## src/lsd_consts.svh

```systemverilog
// Overview of operation
// - Enabled driver follows its routed control source
// - Stop entry disables drivers, clears data bits
// - Stop exit re-enables; data source stays off
// - Data bits 1:0 switch drivers, rest zero
// - Data read: stored bit, or source when enabled
// - Open-load check only enabled and undriven
// - Config: enables 1:0, open-load 3:2, rest zero
// - Status bits 1:0 show open-load result, read-only
// - Over-current sets that driver's flag bit
// - Set flag forces driver off until cleared
// - Flag write one clears, zero keeps; rest zero
// - Enable bit 7 gates interrupt from flags
// - Interrupt only in run; stop keeps flags
// - Test registers writable only in special mode
// - Trim loaded into test register after reset
`ifndef LSD_CONSTS_SVH
`define LSD_CONSTS_SVH

// ------------------------------------------------------------
// Register indices (byte address is four times the index)
// ------------------------------------------------------------
`define IDX_DRIVE_LEVEL     4'h0
`define IDX_DRIVER_CONFIG   4'h1
`define IDX_TRIM_TEST_A     4'h2
`define IDX_TRIM_TEST_B     4'h3
`define IDX_SPARE_ZERO      4'h4
`define IDX_OPENLOAD_STATUS 4'h5
`define IDX_IRQ_ENABLE      4'h6
`define IDX_OC_FLAGS        4'h7
`define IDX_EVENT_STATUS    4'h8
`define IDX_EVENT_MASK      4'h9
`define REG_COUNT           10

// ------------------------------------------------------------
// Field positions and reset values
// ------------------------------------------------------------
`define CFG_BIAS_LSB        0
`define CFG_OL_LSB          2
`define IE_OC_BIT           7
`define RST_BYTE            8'h00
`define RST_PAIR            2'h0

`endif

```

## src/lsd_pkg.sv

```systemverilog
package lsd_pkg;

  typedef logic [7:0] reg8_t;

  typedef enum logic [1:0] {
    RESP_OKAY   = 2'b00,
    RESP_SLVERR = 2'b10
  } axi_resp_e;

endpackage

```

## src/driver_channel.sv

```systemverilog
module driver_channel (
  input  wire logic aclk,
  input  wire logic aresetn,
  input  wire logic bias_en,
  input  wire logic ol_en,
  input  wire logic data_bit,
  input  wire logic source_is_data,
  input  wire logic routed_level,
  input  wire logic oc_flag,
  input  wire logic stop_mode,
  input  wire logic ol_sense,
  output logic      src_level,
  output logic      drive_on,
  output logic      bias_on,
  output logic      ol_active,
  output logic      ol_result
);

  logic powered;
  logic next_drive_on;
  logic next_bias_on;
  logic next_ol_active;
  logic next_ol_result;

  always_comb begin
    src_level      = source_is_data ? data_bit : routed_level;
    powered        = bias_en & ~stop_mode;
    next_bias_on   = powered;
    next_drive_on  = powered & ~oc_flag & src_level;
    next_ol_active = powered & ol_en & ~src_level;
    // Result holds its last value while the check is idle
    next_ol_result = ol_active ? ol_sense : ol_result;
  end

  always_ff @(posedge aclk) begin
    if (!aresetn) begin
      drive_on  <= 1'b0;
      bias_on   <= 1'b0;
      ol_active <= 1'b0;
      ol_result <= 1'b0;
    end else begin
      drive_on  <= next_drive_on;
      bias_on   <= next_bias_on;
      ol_active <= next_ol_active;
      ol_result <= next_ol_result;
    end
  end

endmodule

```

## src/axi_lite_regs_port.sv

```systemverilog
module axi_lite_regs_port #(
  parameter int IDX_W     = 4,
  parameter int REG_COUNT = 10
) (
  input  wire logic               aclk,
  input  wire logic               aresetn,
  input  wire logic [IDX_W+1:0]   awaddr,
  input  wire logic               awvalid,
  output logic                    awready,
  input  wire logic [31:0]        wdata,
  input  wire logic [3:0]         wstrb,
  input  wire logic               wvalid,
  output logic                    wready,
  output logic [1:0]              bresp,
  output logic                    bvalid,
  input  wire logic               bready,
  input  wire logic [IDX_W+1:0]   araddr,
  input  wire logic               arvalid,
  output logic                    arready,
  output logic [31:0]             rdata,
  output logic [1:0]              rresp,
  output logic                    rvalid,
  input  wire logic               rready,
  output logic                    wr_fire,
  output logic [IDX_W-1:0]        wr_idx,
  output logic [7:0]              wr_data,
  output logic                    rd_fire,
  output logic [IDX_W-1:0]        rd_idx,
  input  wire lsd_pkg::reg8_t     rd_data
);

  logic             wr_pend;
  logic             wr_mapped;
  logic             rd_mapped;
  logic [7:0]       wd;
  logic             wbe;
  logic             next_awready;
  logic             next_wready;
  logic             next_bvalid;
  logic [1:0]       next_bresp;
  logic [IDX_W-1:0] next_wr_idx;
  logic [7:0]       next_wd;
  logic             next_wbe;
  logic             next_arready;
  logic             next_rvalid;
  logic [31:0]      next_rdata;
  logic [1:0]       next_rresp;

  // Address and data are latched separately, so either may come first
  always_comb begin
    wr_pend      = ~awready & ~wready & ~bvalid;
    wr_mapped    = 32'(wr_idx) < REG_COUNT;
    wr_fire      = wr_pend & wr_mapped & wbe;
    wr_data      = wd;
    rd_idx       = araddr[IDX_W+1:2];
    rd_mapped    = 32'(rd_idx) < REG_COUNT;
    rd_fire      = arvalid & arready & rd_mapped;
    next_awready = awready;
    next_wready  = wready;
    next_bvalid  = bvalid;
    next_bresp   = bresp;
    next_wr_idx  = wr_idx;
    next_wd      = wd;
    next_wbe     = wbe;
    next_arready = arready;
    next_rvalid  = rvalid;
    next_rdata   = rdata;
    next_rresp   = rresp;
    if (awvalid && awready) begin
      next_awready = 1'b0;
      next_wr_idx  = awaddr[IDX_W+1:2];
    end
    if (wvalid && wready) begin
      next_wready = 1'b0;
      next_wd     = wdata[7:0];
      next_wbe    = wstrb[0];
    end
    if (wr_pend) begin
      next_bvalid = 1'b1;
      next_bresp  = wr_mapped ? lsd_pkg::RESP_OKAY : lsd_pkg::RESP_SLVERR;
    end
    if (bvalid && bready) begin
      next_bvalid  = 1'b0;
      next_awready = 1'b1;
      next_wready  = 1'b1;
    end
    if (arvalid && arready) begin
      next_arready = 1'b0;
      next_rvalid  = 1'b1;
      next_rdata   = {24'h000000, rd_mapped ? rd_data : 8'h00};
      next_rresp   = rd_mapped ? lsd_pkg::RESP_OKAY : lsd_pkg::RESP_SLVERR;
    end
    if (rvalid && rready) begin
      next_rvalid  = 1'b0;
      next_arready = 1'b1;
    end
  end

  always_ff @(posedge aclk) begin
    if (!aresetn) begin
      awready <= 1'b1;
      wready  <= 1'b1;
      bvalid  <= 1'b0;
      bresp   <= 2'h0;
      wr_idx  <= '0;
      wd      <= 8'h00;
      wbe     <= 1'b0;
      arready <= 1'b1;
      rvalid  <= 1'b0;
      rdata   <= 32'h00000000;
      rresp   <= 2'h0;
    end else begin
      awready <= next_awready;
      wready  <= next_wready;
      bvalid  <= next_bvalid;
      bresp   <= next_bresp;
      wr_idx  <= next_wr_idx;
      wd      <= next_wd;
      wbe     <= next_wbe;
      arready <= next_arready;
      rvalid  <= next_rvalid;
      rdata   <= next_rdata;
      rresp   <= next_rresp;
    end
  end

endmodule

```

## src/dual_lowside_driver_ctrl.sv

```systemverilog
`include "lsd_consts.svh"

module dual_lowside_driver_ctrl (
  input  wire logic        aclk,
  input  wire logic        aresetn,
  // ------------------------------------------------------------
  // Register bus
  // ------------------------------------------------------------
  input  wire logic [5:0]  awaddr,
  input  wire logic [2:0]  awprot,
  input  wire logic        awvalid,
  output logic             awready,
  input  wire logic [31:0] wdata,
  input  wire logic [3:0]  wstrb,
  input  wire logic        wvalid,
  output logic             wready,
  output logic [1:0]       bresp,
  output logic             bvalid,
  input  wire logic        bready,
  input  wire logic [5:0]  araddr,
  input  wire logic [2:0]  arprot,
  input  wire logic        arvalid,
  output logic             arready,
  output logic [31:0]      rdata,
  output logic [1:0]       rresp,
  output logic             rvalid,
  input  wire logic        rready,
  // ------------------------------------------------------------
  // System and driver stage
  // ------------------------------------------------------------
  input  wire logic        stop_mode,
  input  wire logic        special_mode,
  input  wire logic [7:0]  trim_value,
  input  wire logic [1:0]  source_is_data,
  input  wire logic [1:0]  routed_level,
  input  wire logic [1:0]  overcurrent_detect,
  input  wire logic [1:0]  openload_sense,
  output logic             relay_out_zero,
  output logic             relay_out_one,
  output logic [1:0]       driver_bias_state,
  output logic [1:0]       openload_sensing,
  output logic             irq
);

  // ------------------------------------------------------------
  // Declarations
  // ------------------------------------------------------------
  logic                 wr_fire;
  logic [3:0]           wr_idx;
  logic [7:0]           wr_data;
  logic                 rd_fire;
  logic [3:0]           rd_idx;
  lsd_pkg::reg8_t       rd_data;

  logic [1:0]           drive_level_bit;
  logic [1:0]           driver_bias_on;
  logic [1:0]           openload_detect_on;
  logic                 overcurrent_irq_on;
  logic [1:0]           overcurrent_flag;
  logic [1:0]           event_status;
  logic [1:0]           event_mask;
  lsd_pkg::reg8_t       trim_test_a;
  lsd_pkg::reg8_t       trim_test_b;
  logic                 trim_loaded;
  logic                 stop_seen;
  logic                 irq_q;

  logic [1:0]           next_drive_level_bit;
  logic [1:0]           next_driver_bias_on;
  logic [1:0]           next_openload_detect_on;
  logic                 next_overcurrent_irq_on;
  logic [1:0]           next_overcurrent_flag;
  logic [1:0]           next_event_status;
  logic [1:0]           next_event_mask;
  lsd_pkg::reg8_t       next_trim_test_a;
  lsd_pkg::reg8_t       next_trim_test_b;
  logic                 next_trim_loaded;
  logic                 next_stop_seen;
  logic                 next_irq_q;

  logic [1:0]           src_level;
  logic [1:0]           drive_on;
  logic [1:0]           bias_on;
  logic [1:0]           ol_active;
  logic [1:0]           openload_result;
  logic [1:0]           oc_set;
  logic [1:0]           oc_clear;
  logic [1:0]           data_readback;
  logic                 stop_entry;

  // ------------------------------------------------------------
  // Bus slave
  // ------------------------------------------------------------
  // Protection bits are accepted but do not restrict access
  axi_lite_regs_port #(
    .IDX_W     (4),
    .REG_COUNT (`REG_COUNT)
  ) u_bus (
    .aclk    (aclk),
    .aresetn (aresetn),
    .awaddr  (awaddr),
    .awvalid (awvalid),
    .awready (awready),
    .wdata   (wdata),
    .wstrb   (wstrb),
    .wvalid  (wvalid),
    .wready  (wready),
    .bresp   (bresp),
    .bvalid  (bvalid),
    .bready  (bready),
    .araddr  (araddr),
    .arvalid (arvalid),
    .arready (arready),
    .rdata   (rdata),
    .rresp   (rresp),
    .rvalid  (rvalid),
    .rready  (rready),
    .wr_fire (wr_fire),
    .wr_idx  (wr_idx),
    .wr_data (wr_data),
    .rd_fire (rd_fire),
    .rd_idx  (rd_idx),
    .rd_data (rd_data)
  );

  // ------------------------------------------------------------
  // Driver channels
  // ------------------------------------------------------------
  for (genvar i = 0; i < 2; i++) begin : g_chan
    driver_channel u_chan (
      .aclk           (aclk),
      .aresetn        (aresetn),
      .bias_en        (driver_bias_on[i]),
      .ol_en          (openload_detect_on[i]),
      .data_bit       (drive_level_bit[i]),
      .source_is_data (source_is_data[i]),
      .routed_level   (routed_level[i]),
      .oc_flag        (overcurrent_flag[i]),
      .stop_mode      (stop_mode),
      .ol_sense       (openload_sense[i]),
      .src_level      (src_level[i]),
      .drive_on       (drive_on[i]),
      .bias_on        (bias_on[i]),
      .ol_active      (ol_active[i]),
      .ol_result      (openload_result[i])
    );
  end

  assign relay_out_zero    = drive_on[0];
  assign relay_out_one     = drive_on[1];
  assign driver_bias_state = bias_on;
  assign openload_sensing  = ol_active;
  assign irq               = irq_q;

  // ------------------------------------------------------------
  // Register read mux
  // ------------------------------------------------------------
  always_comb begin
    for (int i = 0; i < 2; i++) begin
      data_readback[i] = driver_bias_on[i] ? src_level[i] : drive_level_bit[i];
    end
    rd_data = `RST_BYTE;
    unique case (rd_idx)
      `IDX_DRIVE_LEVEL: begin
        rd_data = {6'h00, data_readback};
      end
      `IDX_DRIVER_CONFIG: begin
        rd_data = {4'h0, openload_detect_on, driver_bias_on};
      end
      `IDX_TRIM_TEST_A: begin
        rd_data = trim_test_a;
      end
      `IDX_TRIM_TEST_B: begin
        rd_data = trim_test_b;
      end
      `IDX_OPENLOAD_STATUS: begin
        rd_data = {6'h00, openload_result};
      end
      `IDX_IRQ_ENABLE: begin
        rd_data = {overcurrent_irq_on, 7'h00};
      end
      `IDX_OC_FLAGS: begin
        rd_data = {6'h00, overcurrent_flag};
      end
      `IDX_EVENT_STATUS: begin
        rd_data = {6'h00, event_status};
      end
      `IDX_EVENT_MASK: begin
        rd_data = {6'h00, event_mask};
      end
      default: begin
        rd_data = `RST_BYTE;
      end
    endcase
  end

  // ------------------------------------------------------------
  // Control registers
  // ------------------------------------------------------------
  always_comb begin
    stop_entry              = stop_mode & ~stop_seen;
    next_stop_seen          = stop_mode;
    next_drive_level_bit    = drive_level_bit;
    next_driver_bias_on     = driver_bias_on;
    next_openload_detect_on = openload_detect_on;
    next_overcurrent_irq_on = overcurrent_irq_on;
    next_event_mask         = event_mask;
    next_trim_test_a        = trim_test_a;
    next_trim_test_b        = trim_test_b;
    next_trim_loaded        = 1'b1;
    if (wr_fire) begin
      unique case (wr_idx)
        `IDX_DRIVE_LEVEL: begin
          next_drive_level_bit = wr_data[1:0];
        end
        `IDX_DRIVER_CONFIG: begin
          next_driver_bias_on     = wr_data[`CFG_BIAS_LSB +: 2];
          next_openload_detect_on = wr_data[`CFG_OL_LSB +: 2];
        end
        `IDX_TRIM_TEST_A: begin
          if (special_mode) begin
            next_trim_test_a = wr_data;
          end
        end
        `IDX_TRIM_TEST_B: begin
          if (special_mode) begin
            next_trim_test_b = wr_data;
          end
        end
        `IDX_IRQ_ENABLE: begin
          next_overcurrent_irq_on = wr_data[`IE_OC_BIT];
        end
        `IDX_EVENT_MASK: begin
          next_event_mask = wr_data[1:0];
        end
        default: begin
          next_event_mask = event_mask;
        end
      endcase
    end
    // A driver sourced from its data bit stays off after stop
    if (stop_entry || stop_mode) begin
      next_drive_level_bit = `RST_PAIR;
    end
    // The trim lands on the first clock after reset release
    if (!trim_loaded) begin
      next_trim_test_a = trim_value;
    end
  end

  always_ff @(posedge aclk) begin
    if (!aresetn) begin
      drive_level_bit    <= `RST_PAIR;
      driver_bias_on     <= `RST_PAIR;
      openload_detect_on <= `RST_PAIR;
      overcurrent_irq_on <= 1'b0;
      event_mask         <= `RST_PAIR;
      trim_test_a        <= `RST_BYTE;
      trim_test_b        <= `RST_BYTE;
      trim_loaded        <= 1'b0;
      stop_seen          <= 1'b0;
    end else begin
      drive_level_bit    <= next_drive_level_bit;
      driver_bias_on     <= next_driver_bias_on;
      openload_detect_on <= next_openload_detect_on;
      overcurrent_irq_on <= next_overcurrent_irq_on;
      event_mask         <= next_event_mask;
      trim_test_a        <= next_trim_test_a;
      trim_test_b        <= next_trim_test_b;
      trim_loaded        <= next_trim_loaded;
      stop_seen          <= next_stop_seen;
    end
  end

  // ------------------------------------------------------------
  // Over-current flags, events and interrupt
  // ------------------------------------------------------------
  // A detection in the same cycle as a clear keeps the flag set
  always_comb begin
    oc_set   = overcurrent_detect & bias_on;
    oc_clear = `RST_PAIR;
    if (wr_fire && wr_idx == `IDX_OC_FLAGS) begin
      oc_clear = wr_data[1:0];
    end
    // Stop mode does not touch the flags
    next_overcurrent_flag = (overcurrent_flag & ~oc_clear) | oc_set;
    next_event_status = event_status;
    if (rd_fire && rd_idx == `IDX_EVENT_STATUS) begin
      next_event_status = `RST_PAIR;
    end
    next_event_status = next_event_status | (oc_set & ~overcurrent_flag);
    next_irq_q = ~stop_mode
               & ((overcurrent_irq_on & (|overcurrent_flag))
               | (|(event_status & event_mask)));
  end

  always_ff @(posedge aclk) begin
    if (!aresetn) begin
      overcurrent_flag <= `RST_PAIR;
      event_status     <= `RST_PAIR;
      irq_q            <= 1'b0;
    end else begin
      overcurrent_flag <= next_overcurrent_flag;
      event_status     <= next_event_status;
      irq_q            <= next_irq_q;
    end
  end

endmodule

```

## config.mk

```make
export PLATFORM = sky130hd
export DESIGN_NAME = dual_lowside_driver_ctrl
export DESIGN_NICKNAME = d
export VERILOG_FILES = /design/src/lsd_pkg.sv /design/src/driver_channel.sv /design/src/axi_lite_regs_port.sv /design/src/dual_lowside_driver_ctrl.sv
export VERILOG_INCLUDE_DIRS = /design/src
export SDC_FILE = /design/constraint.sdc
export NUM_CORES = 1
export LEC_CHECK = 0
export ABC_AREA = 0
export BUFFER_PORTS_ARGS = -buffer_cell sky130_fd_sc_hd__clkbuf_2
export CAP_MARGIN = 10
export CORE_ASPECT_RATIO = 1.2
export CORE_MARGIN = 1.5
export CORE_UTILIZATION = 55
export CTS_BUF_LIST = sky130_fd_sc_hd__clkbuf_4
export DETAILED_ROUTE_END_ITERATION = 12
export GPL_TIMING_DRIVEN = 0
export HOLD_SLACK_MARGIN = 0.08
export PLACE_DENSITY = 0.95
export SKIP_LAST_GASP = 1
export SLEW_MARGIN = 5
export SYNTH_ARGS = -nofsm -noshare
export SYNTH_HDL_FRONTEND = slang
export SYNTH_HIERARCHICAL = 1
export SYNTH_SLANG_ARGS = --single-unit
```

## constraint.sdc

```tcl
create_clock -name aclk -period 3.55 [get_ports aclk]
set_input_delay 0.355 -clock aclk [delete_from_list [all_inputs] [get_ports aclk]]
set_output_delay 0.355 -clock aclk [all_outputs]
set_load 0.02 [all_outputs]
```

Word-level counts from Yosys, hierarchy flattened
Index checks and enable logic that the tools add are counted.
{"block": "word_totals", "n_memories": 0, "rom_bits": 0, "elab_cells": 124, "register_bits": 70, "latchBits": 0, "out_inout_bits": 48, "mem_bits_rw": 0}
{"block": "op_classes", "eq_ne": 17, "addsub": 0, "multipliers": 0, "n_div": 0, "reduce_logical": 21, "magnitude_cmp": 2, "n_mux": 15, "shifts": 0, "n_bitwise": 38}
{"op": "case mux 8 bit (9 select lines)", "count": 1}
{"op": "2-to-1 mux 8 bit", "count": 5}
{"op": "== test 4 x 3 -> 1 bit (second input constant)", "count": 5}
{"op": "bitwise AND 1 bit", "count": 19}
{"op": "== test 4 x 2 -> 1 bit (second input constant)", "count": 4}
{"op": "== test 4 bit (second input constant)", "count": 3}
{"op": "inverter 1 bit", "count": 10}
{"op": "OR reduction 2 bit", "count": 5}
{"op": "bitwise AND 2 bit", "count": 4}
{"op": "== test 4 x 1 -> 1 bit (second input constant)", "count": 2}
{"op": "logical NOT 4 bit", "count": 2}
{"op": "less-than comparator 4 bit (second input constant)", "count": 2}
{"op": "2-to-1 mux 2 bit", "count": 4}
{"op": "AND reduction 2 bit", "count": 4}
{"op": "logical AND 1 bit", "count": 7}
{"op": "AND reduction 3 bit", "count": 2}
{"op": "2-to-1 mux 1 bit", "count": 5}
{"op": "inequality test 2 bit (second input constant)", "count": 2}
{"op": "inverter 2 bit", "count": 2}
{"op": "bitwise OR 2 bit", "count": 2}
{"op": "inequality test 2 x 1 -> 1 bit (second input constant)", "count": 1}
{"op": "logical OR 1 bit", "count": 1}
{"op": "bitwise OR 1 bit", "count": 1}

Depth between registers and ports, before layout
{"block": "logic_depth", "word_depth": 10, "mapped_depth": 8}

Modules after synthesis
The synthesis kept the hierarchy.
{"mod": "dual_lowside_driver_ctrl", "instances": 1, "cells_each": 207, "area_per_inst_um2": 1672.9}
{"mod": "axi_lite_regs_port", "instances": 1, "cells_each": 151, "area_per_inst_um2": 1418.9}
{"mod": "driver_channel", "instances": 2, "cells_each": 11, "area_per_inst_um2": 135.1}

Worst setup path after synthesis
OpenSTA, ideal clock, no wires.
{"block": "synth_path", "path_type": "reg2reg", "start": "reg u_bus.awready", "end": "reg trim_test_a[0]", "arrival_time_ps": 1639, "t_required_ps": 3414, "path_buffers": 2, "slack_ps": 1775, "stages_incl_launch_ff": 8, "setup_ps": 136, "path_cell_list": "dfxtp_1 buf_2 nor3_2 and3_1 nand4bb_1 clkbuf_2 o21ai_0 a31oi_1"}
{"block": "synth_via", "elab_chain_len": 7}
{"item": "from (decl)", "line": "axi_lite_regs_port.sv:9", "source": "output logic awready,"}
{"item": "from (signal assigned)", "line": "axi_lite_regs_port.sv:113", "source": "awready <= next_awready;"}
{"item": "inverter 1 bit", "line": "axi_lite_regs_port.sv:51", "source": "wr_pend = ~awready & ~wready & ~bvalid;"}
{"item": "bitwise AND 1 bit (2 in a row)", "line": "axi_lite_regs_port.sv:51"}
{"item": "bitwise AND 1 bit (2 in a row)", "line": "axi_lite_regs_port.sv:53", "source": "wr_fire = wr_pend & wr_mapped & wbe;"}
{"item": "named net wr_fire", "line": "dual_lowside_driver_ctrl.sv:48", "source": "logic wr_fire;"}
{"item": "inequality test 2 bit (no line)"}
{"item": "AND reduction 3 bit (no line)"}
{"item": "to (signal assigned)", "line": "dual_lowside_driver_ctrl.sv:258", "source": "trim_test_a <= `RST_BYTE;"}
{"item": "to (signal assigned)", "line": "dual_lowside_driver_ctrl.sv:268", "source": "trim_test_a <= next_trim_test_a;"}
{"item": "to (decl)", "line": "dual_lowside_driver_ctrl.sv:62", "source": "lsd_pkg::reg8_t trim_test_a;"}
The timed path passes the listed nets, and every way through them passes these cells.
A chain may end at the register's enable or synchronous reset.

Worst setup path after layout
{"block": "layout_path", "start": "reg u_bus.awready", "end": "reg trim_test_b[3]"}
{"block": "layout_via", "elab_chain_len": 6}
{"item": "inverter 1 bit", "line": "axi_lite_regs_port.sv:51"}
{"item": "bitwise AND 1 bit (2 in a row)", "line": "axi_lite_regs_port.sv:51"}
{"item": "bitwise AND 1 bit (2 in a row)", "line": "axi_lite_regs_port.sv:53"}
{"item": "named net wr_fire", "line": "dual_lowside_driver_ctrl.sv:48"}
{"item": "AND reduction 3 bit (no line)"}
{"item": "to (signal assigned)", "line": "dual_lowside_driver_ctrl.sv:259", "source": "trim_test_b <= `RST_BYTE;"}
{"item": "to (signal assigned)", "line": "dual_lowside_driver_ctrl.sv:269", "source": "trim_test_b <= next_trim_test_b;"}
{"item": "to (decl)", "line": "dual_lowside_driver_ctrl.sv:63", "source": "lsd_pkg::reg8_t trim_test_b;"}
The timed path passes the listed nets, and every way through them passes these cells.

==> impl_metrics.toml <==
[finish]
nets = 555
final-seq-area_um2 = 1340
antenna-diode-count = 0
multi_input_comb_area_um2 = 1690
layout-drive-gt1-share = 0.312
area_delta_synth_final_pct = 19.7
design_area_um2 = 4020
fillers = 488

[route]
routed_wire_length_per_instance_um = 14.5
drt.antenna.violating_nets = 0
drt-vias-per-instance = 5.69
detail_route.first_pass.iterations = 5
wirelength_mm = 8.18
route.vias.total = 3203
initialDrtViolationCount = 265
drcViolationCount = 0

[yosys]
postSynth.asyncResetShare = 0
ys_seq_area_frac = 0.399
synth.lib_cells_used.distinct = 50
synth_enable_flop_cells = 0
yosys_most_used_dff = "sky130_fd_sc_hd__dfxtp_1"
mean_instance_size_in_the_synthesized_netlist_um2 = 8.85
post_synth_inst_count = 380
number_of_warnings_reported_in_the_yosys_synthesis_log = 6
netlist_area_um2 = 3360
synth_seq_cells = 67

[critical_path]
critical_path_buf_inv_count = 2
criticalPathCategory = "flop to flop"
start_kind = "flop"
critPathArrivalTime_ns = 2.41
reg2reg_path_depth = 7
slowest_delay_ns = 0.37
worstPathCellList = "buf_2 -> nor3_2 -> and3_1 -> nand4bb_1 -> clkbuf_2 -> o21ai_0 -> a21oi_1"
cell_type_group_with_the_largest_total_delay_on_the_critical_path = "simple AND/OR/NAND/NOR gates"
cpMaxStageDelayCell = "sky130_fd_sc_hd__and3_1"
critical_path_peak_fanout = 10
worstSetupEndpointType = "flop"
crit_cells = 7
required_ns = 3.86

[floorplanning]
core_um2 = 5970
chip_width_um = 74.4
fp.dieH_um = 88.6
rows = 31
num_ports = 127
die_area_um2 = 6590
floorplan.initialDensity = 0.563

[sta]
timing.setup.tns_ns = 0
final_period_minus_worst_setup_slack_ns = 2.10
unrepaired_setup_endpoints_after_global_routing = "no"
max_freq_ghz = 0.475
clock-skew-final_ns = 0.0163
final-max-slew-violation-count = 0
hold_vio_cnt_final = 0
min_period_over_period = 0.593
setup_viol = 0

[min_path]
timing.hold.worst.class = "input port to flop"
worst_hold_path.num_cells = 3

[placed_design]
placed_area_um2 = 3860
gp_congestion = 0.887
port_buf_inserts = 60
detailed_place_hpwl_mm = 6.20

[clocking]
cts_tree = "done"
cts_setup_buffers = 0
cts.repair.resized = 0
worstSkewPairLatency_ns = 0.43
cts-buffers-inserted = 9
clock_sink_count = 67
cts_max_path_buffers = 2
cts-hold-fix-buffers = 0
clk_transition_reported_paths_ns = 0.11
ctsHtreeMaxLevel = 3
ctsRootBufferMaster = "sky130_fd_sc_hd__clkbuf_4"

[global_routing]
via_count_of_the_first_global_routing_pass = 2937
overflow = 0
track_usage = 0.263
number_of_antenna_violations_at_the_first_check_in_global_routing = 0
pin_count_of_the_biggest_net_entering_global_routing = 17
global_route_wire_length_before_repair_mm = 13.2

[power_and_ir_drop]
switchingPower_w = 0.000429
switching_share = 0.270
total_leakage_power_nw = 1.70
seq_power_share = 0.500
powerDensity_nw_per_um2 = 394
p_int_w = 0.00116
ir_drop_mv = 0.288
combinationalPowerShare = 0.133
pwr-share-clk = 0.367

[run_status]
status = "complete, no violations"

[job]
maxCapViolCount = 0
-- cell usage after synthesis (5+ instances only) --
cell type | instances | area share
sky130_fd_sc_hd__clkbuf_1 | 7 | 0.0078
sky130_fd_sc_hd__a21oi_1 | 34 | 0.051
sky130_fd_sc_hd__buf_4 | 34 | 0.076
sky130_fd_sc_hd__o21ai_0 | 36 | 0.054
sky130_fd_sc_hd__dfxtp_1 | 67 | 0.40
sky130_fd_sc_hd__nand2_1 | 9 | 0.010
sky130_fd_sc_hd__nor2_1 | 9 | 0.010
sky130_fd_sc_hd__mux2i_1 | 11 | 0.033
sky130_fd_sc_hd__nand3_1 | 36 | 0.054
sky130_fd_sc_hd__nand2b_1 | 5 | 0.0093
sky130_fd_sc_hd__mux2_2 | 6 | 0.020
sky130_fd_sc_hd__o2bb2ai_1 | 8 | 0.021
sky130_fd_sc_hd__a31oi_1 | 10 | 0.019
sky130_fd_sc_hd__nand4_1 | 13 | 0.024
sky130_fd_sc_hd__a21bo_2 | 13 | 0.039
sky130_fd_sc_hd__buf_2 | 9 | 0.013
sky130_fd_sc_hd__inv_1 | 8 | 0.0089
sky130_fd_sc_hd__nor2b_1 | 8 | 0.015
-- layout by cell type, fill, tap and decap left out, types with 4 or more instances in the layout --
| master | n |
|---|---|
| sky130_fd_sc_hd__nand4_1 | 13 |
| sky130_fd_sc_hd__clkbuf_2 | 61 |
| sky130_fd_sc_hd__a22oi_1 | 4 |
| sky130_fd_sc_hd__nor2_1 | 9 |
| sky130_fd_sc_hd__nand3_1 | 36 |
| sky130_fd_sc_hd__clkbuf_1 | 7 |
| sky130_fd_sc_hd__clkbuf_4 | 10 |
| sky130_fd_sc_hd__nand2_1 | 9 |
| sky130_fd_sc_hd__a31oi_1 | 10 |
| sky130_fd_sc_hd__conb_1 | 26 |
| sky130_fd_sc_hd__mux2i_1 | 11 |
| sky130_fd_sc_hd__nor3b_1 | 4 |
| sky130_fd_sc_hd__o2bb2ai_1 | 8 |
| sky130_fd_sc_hd__inv_1 | 8 |
| sky130_fd_sc_hd__a21bo_2 | 13 |
| sky130_fd_sc_hd__buf_2 | 9 |
| sky130_fd_sc_hd__mux2_2 | 6 |
| sky130_fd_sc_hd__o21ai_0 | 36 |
| sky130_fd_sc_hd__a21oi_1 | 34 |
| sky130_fd_sc_hd__buf_4 | 34 |
| sky130_fd_sc_hd__and3_1 | 4 |
| sky130_fd_sc_hd__dfxtp_1 | 67 |
| sky130_fd_sc_hd__nand2b_1 | 5 |
| sky130_fd_sc_hd__nor2b_1 | 8 |
| sky130_fd_sc_hd__o21a_1 | 4 |
| sky130_fd_sc_hd__buf_6 | 4 |
-- worst register-to-register path: cells and delay by family (launching register included) --
family	cells	cell delay [ns]
compound gates	2	0.31
buf+inv	2	0.45
flops	1	0.33
simple gates	3	0.90
-- layout make-up --
type,count,share of cell area
Multi-Input combinational cell,273,0.420
Sequential cell,67,0.333
Buffer,56,0.0974
Timing Repair Buffer,60,0.0747
Tap cell,82,0.0255
Clock inverter,6,0.0221
Clock buffer,10,0.0187
Inverter,9,0.00840
-- power groups by stage --
stage                     clock [W]  combinational [W]  sequential [W]
after floorplan                   0           0.000147        0.000808
after global placement            0           0.000201        0.000807
after detailed placement          0           0.000207        0.000809
after CTS                  0.000586           0.000208        0.000792
after global routing       0.000627           0.000231        0.000796
final                      0.000581           0.000211        0.000793
-- path summary, 6_finish.rpt --
| check | slack, ns | startpoint | endpoint |
|---|---|---|---|
| max | 1.45 | u_bus/awready | trim_test_b[3] |
| max reg2reg | 1.45 | u_bus/awready | trim_test_b[3] |
| min reg2reg | 0.48 | u_bus/rdata[3] | u_bus/rdata[3] |
| min | 0.14 | awaddr[5] | u_bus/wr_idx[3] |
-- state kept, by name, summed over array words and instances, names as in the netlist, 2 cells and up --
| register | flops |
|---|---|
| driver_bias_on | 2 |
| u_bus/wr_data | 8 |
| trim_test_b | 8 |
| trim_test_a | 8 |
| u_bus/wr_idx | 4 |
| overcurrent_flag | 2 |
| g_chan.u_chan/bias_on | 2 |
| openload_detect_on | 2 |
| g_chan.u_chan/ol_active | 2 |
| event_status | 2 |
| u_bus/rdata | 8 |
| event_mask | 2 |
| drive_level_bit | 2 |
| g_chan.u_chan/ol_result | 2 |
| g_chan.u_chan/drive_on | 2 |
-- routing by layer --
layer  GRT usage  vias up  routed length, um
li1            -     1536                  -
met1       0.284     1478               3080
met2       0.463      156               4270
met3      0.0786       33                542
met4       0.126        0                283
met5           0        -                  0
-- cells by family after synthesis --
logic type	after synthesis	synth area share
buf+inv	65	0.127
other cells	1	0.00112
simple gates	109	0.188
flops	67	0.399
compound gates	121	0.232
mux	17	0.0528
-- per-stage QoR --
stage,setup slack (ns),power (W),std cells,utilization,hold WS (ns)
final,1.45,0.00158,563,0.673,0.143
after global routing,1.26,0.00165,563,0.673,0.139
after CTS,1.48,0.00159,563,0.673,0.132
after detailed placement,1.52,0.00102,547,0.646,0.451
after global placement,1.56,0.00101,547,0.646,0.450
after floorplan,1.77,0.000956,405,-,0.383
(Power assumes the default switching activity.)
